--- src/design/supply_fault_map.vh ---
// Purpose: Bit positions, reset values and timing figures for the supply fault monitor
// Assumes: 20 MHz system clock
// Notes:   Definitions only
`ifndef SUPPLY_FAULT_MAP_VH
`define SUPPLY_FAULT_MAP_VH

// ----------------------------------------------------------------
// Clock and timing
// ----------------------------------------------------------------
`define CLK_PERIOD_NS          50
`define RAIL_DEGLITCH_NS       25000
`define XCVR_REG_OV_DGL_NS     250000
`define PRIMARY_REF_BLANK_NS   10000000
`define THERM_REF_BLANK_NS     2000000

// ----------------------------------------------------------------
// Rail fault register fields
// ----------------------------------------------------------------
`define RAIL_ANALOG_OV_BIT     0
`define RAIL_ANALOG_UV_RST_BIT 1
`define RAIL_XCVR_REG_OV_BIT   2
`define RAIL_DIGITAL_OV_BIT    3
`define RAIL_THERM_OV_BIT      4
`define RAIL_THERM_UV_BIT      5
`define RAIL_XCVR_SUP_UV_BIT   6

// ----------------------------------------------------------------
// System fault register one
// ----------------------------------------------------------------
`define SYS1_ALWAYS_ON_OV_BIT  0

// ----------------------------------------------------------------
// System fault register two
// ----------------------------------------------------------------
`define SYS2_ANALOG_OSC_BIT    0
`define SYS2_DIG_GND_OPEN_BIT  1
`define SYS2_THERM_OSC_BIT     2
`define SYS2_XCVR_GND_OPEN_BIT 3
`define SYS2_PRIMARY_OSC_BIT   4

// ----------------------------------------------------------------
// System fault register three
// ----------------------------------------------------------------
`define SYS3_INPUT_SUP_UV_BIT  0

// ----------------------------------------------------------------
// Reset values
// ----------------------------------------------------------------
`define FAULT_REG_RESET        8'h00

`endif

--- src/design/rail_deglitch.v ---
// Purpose: Assertion deglitch for one comparator output
// Assumes: Input already synchronised to clk
// Notes:   Output rises after CYCLES consecutive high samples, falls at once
`timescale 1ns/1ps
`default_nettype none

module rail_deglitch #(
    parameter integer CYCLES = 500
) (
    input  wire clk,
    input  wire rst_n,
    input  wire level_in,
    output reg  level_out
);

    reg [17:0] count;

    // Only assertion is filtered: a fault that goes away must not hold off reset release
    always @(posedge clk)
    begin
        if (!rst_n)
        begin
            count     <= 18'h00000;
            level_out <= 1'b0;
        end
        else if (!level_in)
        begin
            count     <= 18'h00000;
            level_out <= 1'b0;
        end
        else if (count >= CYCLES[17:0] - 18'h00001)
        begin
            level_out <= 1'b1;
        end
        else
        begin
            count <= count + 18'h00001;
        end
    end

endmodule
`default_nettype wire

--- src/design/blank_timer.v ---
// Purpose: One-shot blanking window after a start pulse
// Assumes: Start is a one-cycle pulse on clk
// Notes:   A new start restarts the window
`timescale 1ns/1ps
`default_nettype none

module blank_timer #(
    parameter integer CYCLES = 200000
) (
    input  wire clk,
    input  wire rst_n,
    input  wire start,
    output wire busy
);

    reg [17:0] remaining;

    assign busy = (remaining != 18'h00000);

    always @(posedge clk)
    begin
        if (!rst_n)
            remaining <= 18'h00000;
        else if (start)
            remaining <= CYCLES[17:0];
        else if (busy)
            remaining <= remaining - 18'h00001;
    end

endmodule
`default_nettype wire

--- src/design/supply_fault_monitor_startup.v ---
// Purpose: Supervises supply rails, references and ground pins, raises sticky
//          fault flags and requests digital reset or power-on reset
// Assumes: Comparator outputs arrive asynchronously; mode and clear inputs are on clk
// Notes:   Flags clear by one-cycle write-one strobes; a set in the same cycle wins
//
// How it works
// Analog rail overvoltage sets rail fault flag
// Analog undervoltage resets digital; flag after restart
// Analog rail oscillation sets system fault two
// Transceiver regulator overvoltage sets rail fault flag
// Digital rail overvoltage sets rail fault flag
// Digital supply low holds digital logic reset
// Open digital ground sets system fault two
// Host enables thermistor reference, waits before measuring
// Thermistor reference over/undervoltage set rail flags
// Thermistor reference oscillation sets system fault two
// Always-on rail overvoltage sets system fault one
// Always-on rail undervoltage forces power-on reset
// Transceiver supply undervoltage sets rail fault flag
// Open transceiver ground sets system fault two
// Input supply undervoltage sets system fault three
// System keeps input supply steady in shutdown
// Host clears ECC test, enables addressing, assigns addresses
// Host writes base, stack and top roles
// Host dummy-reads then clears link faults
// Host waits for full wake before mode commands
// Primary reference oscillation flag, blanked 10ms after active
// Primary reference only active; protector sleep and active
// Flags stay set until host clears them
// Every comparator is deglitched before acting
`timescale 1ns/1ps
`default_nettype none
`include "supply_fault_map.vh"

module supply_fault_monitor_startup #(
    parameter integer XCVR_REG_OV_DGL_CYCLES = `XCVR_REG_OV_DGL_NS / `CLK_PERIOD_NS,
    parameter integer PRIMARY_REF_BLANK_CYCLES = `PRIMARY_REF_BLANK_NS / `CLK_PERIOD_NS,
    parameter integer THERM_REF_BLANK_CYCLES = `THERM_REF_BLANK_NS / `CLK_PERIOD_NS
) (
    input  wire       clk,
    input  wire       rst_n,
    // Raw comparator and detector outputs from the analog side
    input  wire       analog_rail_ov_cmp,
    input  wire       analog_rail_uv_cmp,
    input  wire       analog_rail_osc_det,
    input  wire       xcvr_regulator_ov_cmp,
    input  wire       digital_rail_ov_cmp,
    input  wire       digital_rail_reset_cmp,
    input  wire       digital_ground_open_det,
    input  wire       thermistor_ref_ov_cmp,
    input  wire       thermistor_ref_uv_cmp,
    input  wire       thermistor_ref_osc_det,
    input  wire       always_on_rail_ov_cmp,
    input  wire       always_on_rail_uv_cmp,
    input  wire       xcvr_supply_uv_cmp,
    input  wire       xcvr_ground_open_det,
    input  wire       input_supply_uv_cmp,
    input  wire       primary_ref_osc_det,
    // Mode and control from the device's own logic
    input  wire       active_mode,
    input  wire       sleep_mode,
    input  wire       thermistor_ref_enable,
    // Write-one-to-clear strobes per fault register
    input  wire [7:0] rail_fault_clear,
    input  wire [7:0] system_fault_one_clear,
    input  wire [7:0] system_fault_two_clear,
    input  wire [7:0] system_fault_three_clear,
    // Fault registers
    output reg  [7:0] rail_fault_reg,
    output reg  [7:0] system_fault_reg_one,
    output reg  [7:0] system_fault_reg_two,
    output reg  [7:0] system_fault_reg_three,
    // Resets and reference enables
    output reg        digital_reset_hold,
    output reg        power_on_reset_req,
    output reg        primary_ref_on,
    output reg        protector_ref_on,
    output reg        thermistor_ref_on
);

    // ----------------------------------------------------------------
    // Channel numbering
    // ----------------------------------------------------------------
    localparam integer NUM_CH        = 16;
    localparam integer CH_AN_OV      = 0;
    localparam integer CH_AN_UV      = 1;
    localparam integer CH_AN_OSC     = 2;
    localparam integer CH_XREG_OV    = 3;
    localparam integer CH_DIG_OV     = 4;
    localparam integer CH_DIG_RST    = 5;
    localparam integer CH_DIG_GND    = 6;
    localparam integer CH_TH_OV      = 7;
    localparam integer CH_TH_UV      = 8;
    localparam integer CH_TH_OSC     = 9;
    localparam integer CH_AO_OV      = 10;
    localparam integer CH_AO_UV      = 11;
    localparam integer CH_XSUP_UV    = 12;
    localparam integer CH_XGND       = 13;
    localparam integer CH_IN_UV      = 14;
    localparam integer CH_PR_OSC     = 15;
    localparam integer DGL_CYCLES    = `RAIL_DEGLITCH_NS / `CLK_PERIOD_NS;

    wire [NUM_CH-1:0] raw_in;
    reg  [NUM_CH-1:0] sync_a;
    reg  [NUM_CH-1:0] sync_b;
    wire [NUM_CH-1:0] filtered;

    assign raw_in = {primary_ref_osc_det,
                     input_supply_uv_cmp,
                     xcvr_ground_open_det,
                     xcvr_supply_uv_cmp,
                     always_on_rail_uv_cmp,
                     always_on_rail_ov_cmp,
                     thermistor_ref_osc_det,
                     thermistor_ref_uv_cmp,
                     thermistor_ref_ov_cmp,
                     digital_ground_open_det,
                     digital_rail_reset_cmp,
                     digital_rail_ov_cmp,
                     xcvr_regulator_ov_cmp,
                     analog_rail_osc_det,
                     analog_rail_uv_cmp,
                     analog_rail_ov_cmp};

    // ----------------------------------------------------------------
    // Synchronise and deglitch every comparator
    // ----------------------------------------------------------------
    always @(posedge clk)
    begin
        if (!rst_n)
        begin
            sync_a <= 16'h0000;
            sync_b <= 16'h0000;
        end
        else
        begin
            sync_a <= raw_in;
            sync_b <= sync_a;
        end
    end

    genvar ch;
    generate
        for (ch = 0; ch < NUM_CH; ch = ch + 1)
        begin : g_dgl
            // The transceiver regulator comparator is slower by design, hence its own count
            rail_deglitch #(
                .CYCLES    ((ch == CH_XREG_OV) ? XCVR_REG_OV_DGL_CYCLES : DGL_CYCLES)
            ) u_dgl (
                .clk       (clk),
                .rst_n     (rst_n),
                .level_in  (sync_b[ch]),
                .level_out (filtered[ch])
            );
        end
    endgenerate

    // ----------------------------------------------------------------
    // Reference enables and blanking windows
    // ----------------------------------------------------------------
    reg  active_d;
    // Thermistor blanking starts when the reference really turns on, whichever of enable and active came last
    wire primary_blank;
    wire therm_blank;
    wire active_rise;
    wire therm_rise;

    assign active_rise = active_mode & ~active_d;
    assign therm_rise  = thermistor_ref_enable & active_mode & ~thermistor_ref_on;

    always @(posedge clk)
    begin
        if (!rst_n)
        begin
            active_d          <= 1'b0;
            primary_ref_on    <= 1'b0;
            protector_ref_on  <= 1'b0;
            thermistor_ref_on <= 1'b0;
        end
        else
        begin
            active_d          <= active_mode;
            primary_ref_on    <= active_mode;
            protector_ref_on  <= active_mode | sleep_mode;
            // The thermistor reference is derived from the primary one, so it needs active mode
            thermistor_ref_on <= thermistor_ref_enable & active_mode;
        end
    end

    blank_timer #(
        .CYCLES (PRIMARY_REF_BLANK_CYCLES)
    ) u_primary_blank (
        .clk    (clk),
        .rst_n  (rst_n),
        .start  (active_rise),
        .busy   (primary_blank)
    );

    // Startup blanking keeps the charging thermistor reference from tripping its limits
    blank_timer #(
        .CYCLES (THERM_REF_BLANK_CYCLES)
    ) u_therm_blank (
        .clk    (clk),
        .rst_n  (rst_n),
        .start  (therm_rise),
        .busy   (therm_blank)
    );

    wire therm_watch;
    wire primary_watch;

    // Limit checks wait out the charge-up of the external capacitor
    assign therm_watch   = thermistor_ref_on & ~therm_blank;
    // The timer only counts from the edge after the rise, so the rising cycle is masked here
    assign primary_watch = active_mode & ~primary_blank & ~active_rise;

    // ----------------------------------------------------------------
    // Reset requests
    // ----------------------------------------------------------------
    reg analog_uv_seen;

    always @(posedge clk)
    begin
        if (!rst_n)
        begin
            digital_reset_hold <= 1'b0;
            power_on_reset_req <= 1'b0;
            analog_uv_seen     <= 1'b0;
        end
        else
        begin
            digital_reset_hold <= filtered[CH_AN_UV] | filtered[CH_DIG_RST];
            power_on_reset_req <= filtered[CH_AO_UV];
            analog_uv_seen     <= filtered[CH_AN_UV];
        end
    end

    // The cause is recorded on release, the first cycle the digital logic is running again
    wire analog_uv_restart;

    assign analog_uv_restart = analog_uv_seen & ~filtered[CH_AN_UV];

    // ----------------------------------------------------------------
    // Set vectors per register
    // ----------------------------------------------------------------
    reg [7:0] rail_set;
    reg [7:0] sys1_set;
    reg [7:0] sys2_set;
    reg [7:0] sys3_set;

    always @*
    begin
        rail_set = 8'h00;
        sys1_set = 8'h00;
        sys2_set = 8'h00;
        sys3_set = 8'h00;
        rail_set[`RAIL_ANALOG_OV_BIT]     = filtered[CH_AN_OV];
        rail_set[`RAIL_ANALOG_UV_RST_BIT] = analog_uv_restart;
        rail_set[`RAIL_XCVR_REG_OV_BIT]   = filtered[CH_XREG_OV];
        rail_set[`RAIL_DIGITAL_OV_BIT]    = filtered[CH_DIG_OV];
        rail_set[`RAIL_THERM_OV_BIT]      = filtered[CH_TH_OV] & therm_watch;
        rail_set[`RAIL_THERM_UV_BIT]      = filtered[CH_TH_UV] & therm_watch;
        rail_set[`RAIL_XCVR_SUP_UV_BIT]   = filtered[CH_XSUP_UV];
        sys1_set[`SYS1_ALWAYS_ON_OV_BIT]  = filtered[CH_AO_OV];
        sys2_set[`SYS2_ANALOG_OSC_BIT]    = filtered[CH_AN_OSC];
        sys2_set[`SYS2_DIG_GND_OPEN_BIT]  = filtered[CH_DIG_GND];
        sys2_set[`SYS2_THERM_OSC_BIT]     = filtered[CH_TH_OSC] & thermistor_ref_on;
        sys2_set[`SYS2_XCVR_GND_OPEN_BIT] = filtered[CH_XGND];
        sys2_set[`SYS2_PRIMARY_OSC_BIT]   = filtered[CH_PR_OSC] & primary_watch;
        sys3_set[`SYS3_INPUT_SUP_UV_BIT]  = filtered[CH_IN_UV];
    end

    // ----------------------------------------------------------------
    // Sticky fault registers
    // ----------------------------------------------------------------
    // Set beats clear so an event in the clearing cycle survives
    always @(posedge clk)
    begin
        if (!rst_n)
        begin
            rail_fault_reg         <= `FAULT_REG_RESET;
            system_fault_reg_one   <= `FAULT_REG_RESET;
            system_fault_reg_two   <= `FAULT_REG_RESET;
            system_fault_reg_three <= `FAULT_REG_RESET;
        end
        else
        begin
            rail_fault_reg         <= (rail_fault_reg & ~rail_fault_clear) | rail_set;
            system_fault_reg_one   <= (system_fault_reg_one & ~system_fault_one_clear) | sys1_set;
            system_fault_reg_two   <= (system_fault_reg_two & ~system_fault_two_clear) | sys2_set;
            system_fault_reg_three <= (system_fault_reg_three & ~system_fault_three_clear) | sys3_set;
        end
    end

endmodule
`default_nettype wire

--- config.mk ---
export PLATFORM = sky130hd
export DESIGN_NAME = supply_fault_monitor_startup
export DESIGN_NICKNAME = d
export VERILOG_FILES = /design/src/design/rail_deglitch.v /design/src/design/blank_timer.v /design/src/design/supply_fault_monitor_startup.v
export VERILOG_INCLUDE_DIRS = /design/src /design/src/design
export SDC_FILE = /design/constraint.sdc
export NUM_CORES = 1
export LEC_CHECK = 0
export BUFFER_PORTS_ARGS = -buffer_cell sky130_fd_sc_hd__buf_2
export CAP_MARGIN = 5
export CORE_ASPECT_RATIO = 0.8
export CORE_MARGIN = 1.5
export CORE_UTILIZATION = 63
export CTS_BUF_LIST = sky130_fd_sc_hd__clkbuf_8
export DETAILED_ROUTE_END_ITERATION = 10
export PLACE_DENSITY = 0.86
export SYNTH_ARGS = -nofsm -noshare
export SYNTH_HDL_FRONTEND = slang
export SYNTH_SLANG_ARGS = --single-unit
export TNS_END_PERCENT = 20
--- constraint.sdc ---
create_clock -name clk -period 2.2 [get_ports clk]
set_input_delay 0.66 -clock clk [delete_from_list [all_inputs] [get_ports clk]]
set_output_delay 0.66 -clock clk [all_outputs]
set_load 0.05 [all_outputs]
Word-level counts from Yosys, hierarchy flattened
Cells that the tools add are included.
{ "totals": {"ram_bits": 0, "input_bits": 53, "mem_bits_ro": 0, "register_bits": 410, "out_inout_bits": 37, "n_memories": 0, "latchBits": 0} }
{ "classes": {"bitwise_logic": 32, "multipliers": 0, "n_reduce_logical": 22, "eq_ne": 0, "n_div": 0, "shifts": 0, "add_sub_neg": 18, "magnitude_cmp": 16, "mux": 4} }
{ "ops": {"columns": ["operator", "count"], "rows": [
  ["$add 18x1->18 const B", 16],
  ["$ge 18x9->1 const B", 15],
  ["$mux 18", 2],
  ["$reduce_bool 18->1", 2],
  ["$sub 18x1->18 const B", 2],
  ["$and 8x8->8", 4],
  ["$mux 16", 2],
  ["$not 8->8", 4],
  ["$reduce_and 2->1", 16],
  ["$ge 18x13->1 const B", 1],
  ["$or 8x1->8", 2],
  ["$and 1x1->1", 11],
  ["$or 8x5->8", 1],
  ["$or 8x7->8", 1],
  ["$not 1->1", 7],
  ["$reduce_bool 2->1", 2],
  ["$reduce_or 2->1", 2],
  ["$or 1x1->1", 2]
]} }

Logic depth before layout (Yosys ltp)
{ "depth": {"word_depth": 6, "depth_mapped": 8} }

Modules after synthesis
From an unflattened synthesis, not the netlist that was laid out.
{ "unflattened": {"hier_cells": 1720, "area_unflattened_um2": 16653.5} }
{ "modules_own_cells": {"columns": ["module", "n_inst", "area_each_um2", "cells_each"], "rows": [
  ["rail_deglitch at g_dgl[0].u_dgl ...", 15, 774.5, 80],
  ["supply_fault_monitor_startup", 1, 2072.0, 170],
  ["blank_timer at u_primary_blank", 1, 1056.0, 127],
  ["blank_timer at u_therm_blank", 1, 1019.7, 122],
  ["rail_deglitch at g_dgl[3].u_dgl", 1, 888.4, 101]
]} }

Worst setup path after synthesis
No wires, ideal clock.
{ "synth_path": {"path_type": "register to register", "start": "reg u_therm_blank.remaining[2]", "end": "reg u_therm_blank.remaining[1]", "path_slack_ps": 216, "period_less_slack_ps": 1984, "stages_incl_launch_ff": 7, "setup_time_ps": 65, "required_ps": 2135, "n_path_buf": 1, "t_arrival_ps": 1919, "cell_sequence": "dfxtp_1 -> or4_1 -> buf_2 -> or2_4 -> nor3_4 -> mux2_1 -> nor2_1"} }
{ "synth_between": {"elab_chain_cells": 1} }
{ "synth_rtl": {"columns": ["element", "line_no", "source"], "rows": [
  ["from (decl)", "blank_timer.v:16", "reg [17:0] remaining;"],
  ["from (signal assigned)", "blank_timer.v:25", "remaining <= CYCLES[17:0];"],
  ["from (signal assigned)", "blank_timer.v:27", "remaining <= remaining - 18'h00001;"],
  ["$reduce_bool 18->1", "blank_timer.v:18", "assign busy = (remaining != 18'h00000);"]
]} }
Every way passes these cells.
A chain may end at the register's enable or synchronous reset.

Worst setup path after layout
{ "layout_path": {"start": "reg u_therm_blank.remaining[2]", "end": "reg u_therm_blank.remaining[12]"} }
{ "layout_between": {"elab_chain_cells": 3, "elab_cells_between_ends": 5, "cone_classes": "1 x add/sub; 2 x mux; 2 x reduce/logical"} }
{ "layout_rtl": {"columns": ["element", "line_no", "source"], "rows": [
  ["$sub 18x1->18", "blank_timer.v:27", null],
  ["$mux 16", "blank_timer.v:26", "else if (busy)"],
  ["$mux 16", "blank_timer.v:24", "else if (start)"]
]} }
Several ways; a longest one is shown, not always the timed one. The select of a mux whose other input is x is not followed.

==> impl_results.md <==
- Status: finished, final reports clean
- Yosys Warn Count: 0
- RD Place Congestion: 0.859
- Total GRT Usage: 22.0%
- Max_cap viols: 0
- Clk buf depth: 3
- I/O Buffers: 89
- Total power: 15.4 mW
- Post-DP HPWL: 17900 um
- CP endpoint kind: register
- Syn avg cell area: 9.85 um^2
- Die W: 176 um
- Fin util: 73.4%
- TritonRoute pass-1 iters: 5
- Startpoint type of the worst setup path: register
- H-tree depth: 2
- Fin Setup TNS: 0 ns
- Most frequent cells in the layout: dfxtp_1 (410), nor2_1 (209), and3_1 (169)
- Power per cell area: 895 nW/um^2
- Max reg flops: 288
- Setup Buffers After CTS: 0
- Num Clock Sinks: 410
- Critical Path RT: 2.70 ns
- Vias per cell: 5.50
- Worst slew pin tran: 0.505 ns
- Largest net degree at the start of global routing: 45
- CORE AREA: 23500 um^2
- Fin crit period: 2.04 ns
- Worst Setup SP: u_therm_blank.remaining[2]
- Final setup margin: 0.157 ns
- Starting Density: 64.4%
- Inserted Diodes: 0
- Synth Cell Area: 15100 um^2
- Commonest non-fill, non-tap cell in the layout: dfxtp_1
- Fin. max-slew vios: 0
- FFs w/ async S/R, synth: 0%
- Fin area: 17200 um^2
- # setup viols final: 0
- Primary FF master, synth: dfxtp_1
- R2R Path Start: u_therm_blank.remaining[2]
- Min Hold Slack: 0.268 ns
- Initial drt markers: 673
- #FFs+latches synth: 410
- Placed cells: 1919
- Post-cts resize count: 0
- Register area share after synthesis: 54.3%
- Root buffer cell: clkbuf_8
- Wire length per cell: 13.4 um
- Antenna-violating nets left: 0
- IR drop worst, VDD: 0.607 mV
- Number of flops mapped to enable cells by yosys: 0
- Max FO, Critical Path: 6
- Std cell rows: 50
- Hold Vio Cnt, Final: 0
- Max-Slew Margin vs Limit: 66.3%
- Die height: 142 um
- Critical path type: reg2reg
- Unique masters post-synth: 59
- Most flops, register: g_dgl.u_dgl.count
- Die area: 24900 um^2
- IO Count: 90
- Skew final: 0.0216 ns
- CTS tree: built
- Layout Area Growth over Synthesis: 13.9%
- Clock transition at the registers of the reported paths: 0.07 ns
- Hold-fix buffers, CTS: 0
- Initial antenna violation count: 0
- Setup slack at placement: 0.147 ns
- Post-route insts no fill: 2021
- Largest registers: g_dgl.u_dgl.count x288, u_primary_blank.remaining x18, u_therm_blank.remaining x18
- Hold_sp: sleep_mode
- Hold Path Class: in2reg
- Total CTS buffers: 58
- Crit path DAT: 2.54 ns
- P_leak: 7.53 nW
- Syn_nets: 1607
- Clock latency on the worst-skew pair: 0.59 ns
- Layout cells sized above 1: 13.2%
- RSZ-0062 raised after global routing: no
- Routed vias: 11.1k
- Nets: 1740
- Syn Inst Count: 1534
- Overflow left after global routing: 0
- First-pass GRT wire length: 46900 um
- Cell Area, Placed: 16000 um^2
- Fmax: 489 MHz
- Drt total wl: 27000 um
- Part of the cycle the worst path needs: 92.9%
- Post-route DRC: 0
- Vias in the first global route: 10.7k
Yosys cell counts (2+ instances only):
cell type / number / area (um^2)
a41o_1: 2 / 20.0
nand3b_1: 5 / 37.5
nor3_1: 65 / 325
nor2_1: 209 / 785
nand4_1: 45 / 282
xnor2_1: 36 / 315
nor4_1: 24 / 150
mux2i_1: 18 / 180
a21oi_1: 7 / 35.0
nor3b_1: 2 / 15.0
a2111oi_4: 3 / 82.6
nand2b_1: 8 / 50.1
and4_1: 15 / 131
nand2_1: 62 / 233
a41oi_1: 2 / 17.5
o31ai_1: 2 / 15.0
o311a_1: 3 / 30.0
nor4_2: 4 / 50.1
xor2_1: 102 / 893
or2_2: 7 / 43.8
buf_1: 4 / 15.0
a21boi_0: 15 / 113
nand4b_1: 3 / 26.3
a31oi_1: 4 / 25.0
clkbuf_1: 44 / 165
nor4b_1: 4 / 35.0
or3_1: 17 / 106
or4_1: 6 / 45.0
and2_1: 42 / 263
dfxtp_1: 410 / 8210
o211ai_1: 2 / 15.0
and3_1: 169 / 1060
ha_1: 20 / 250
o21a_1: 11 / 82.6
o21ai_0: 20 / 100
nor2b_1: 8 / 50.1
o2111a_1: 11 / 124
and3b_1: 18 / 158
inv_1: 23 / 86.3
nand3_1: 63 / 315
where the power goes:
part           switching [mW]  leakage [nW]  internal, mW
logic                   0.919          3.53         0.734
clock network            2.71         0.678          3.14
registers               0.254          3.32          7.65
total                    3.88          7.53          11.5
final timing paths:
path | cells past startpoint | end | slack, ns
worst min-delay path | 2 | protector_ref_on | 0.27
worst max-delay path | 6 | u_therm_blank.remaining[12] | 0.16
worst max register to register | 6 | u_therm_blank.remaining[12] | 0.16
worst min register to register | 1 | sync_b[11] | 0.43
cell type report:
type                            instances  area (um^2)
Tap cell                              312          390
Sequential cell                       410         8210
Timing Repair Buffer                  122          712
Fill cell                            1596         6250
Inverter                               23         86.3
Multi-Input combinational cell       1052         6650
Clock buffer                           71          977
Clock inverter                         31          189
worst max-delay path: stages (launching register included):
cell and delay (ns):
dfxtp_1 0.36, or4_1 0.56, buf_4 0.18, nor3_1 0.38, nand3b_1 0.16, xor2_1 0.17, a21boi_0 0.15
layer usage:
layer	wire length [um]	GRT usage (%)	share of wire (%)
met1	13200	29.2	49
met4	391	7.06	1.4
met3	1040	3.99	3.8
met2	12400	36.3	46
met5	0	0	0
kinds of logic (layout without fill, tap and decap cells):
kind of cell             count (synthesis)  after routing  share of synthesized area [%]
XOR/XNOR                               138            138                           8.00
flip-flops                             410            410                           54.3
adder cells (fa/ha/maj)                 20             20                           1.66
AO/OA/AOI/OAI                           91             91                           4.88
multiplexers                            20             20                           1.34
buffers and inverters                   72            247                           1.80
AND/OR/NAND/NOR                        783            783                           28.0
No activity file was read; power rests on OpenSTA's default activity.
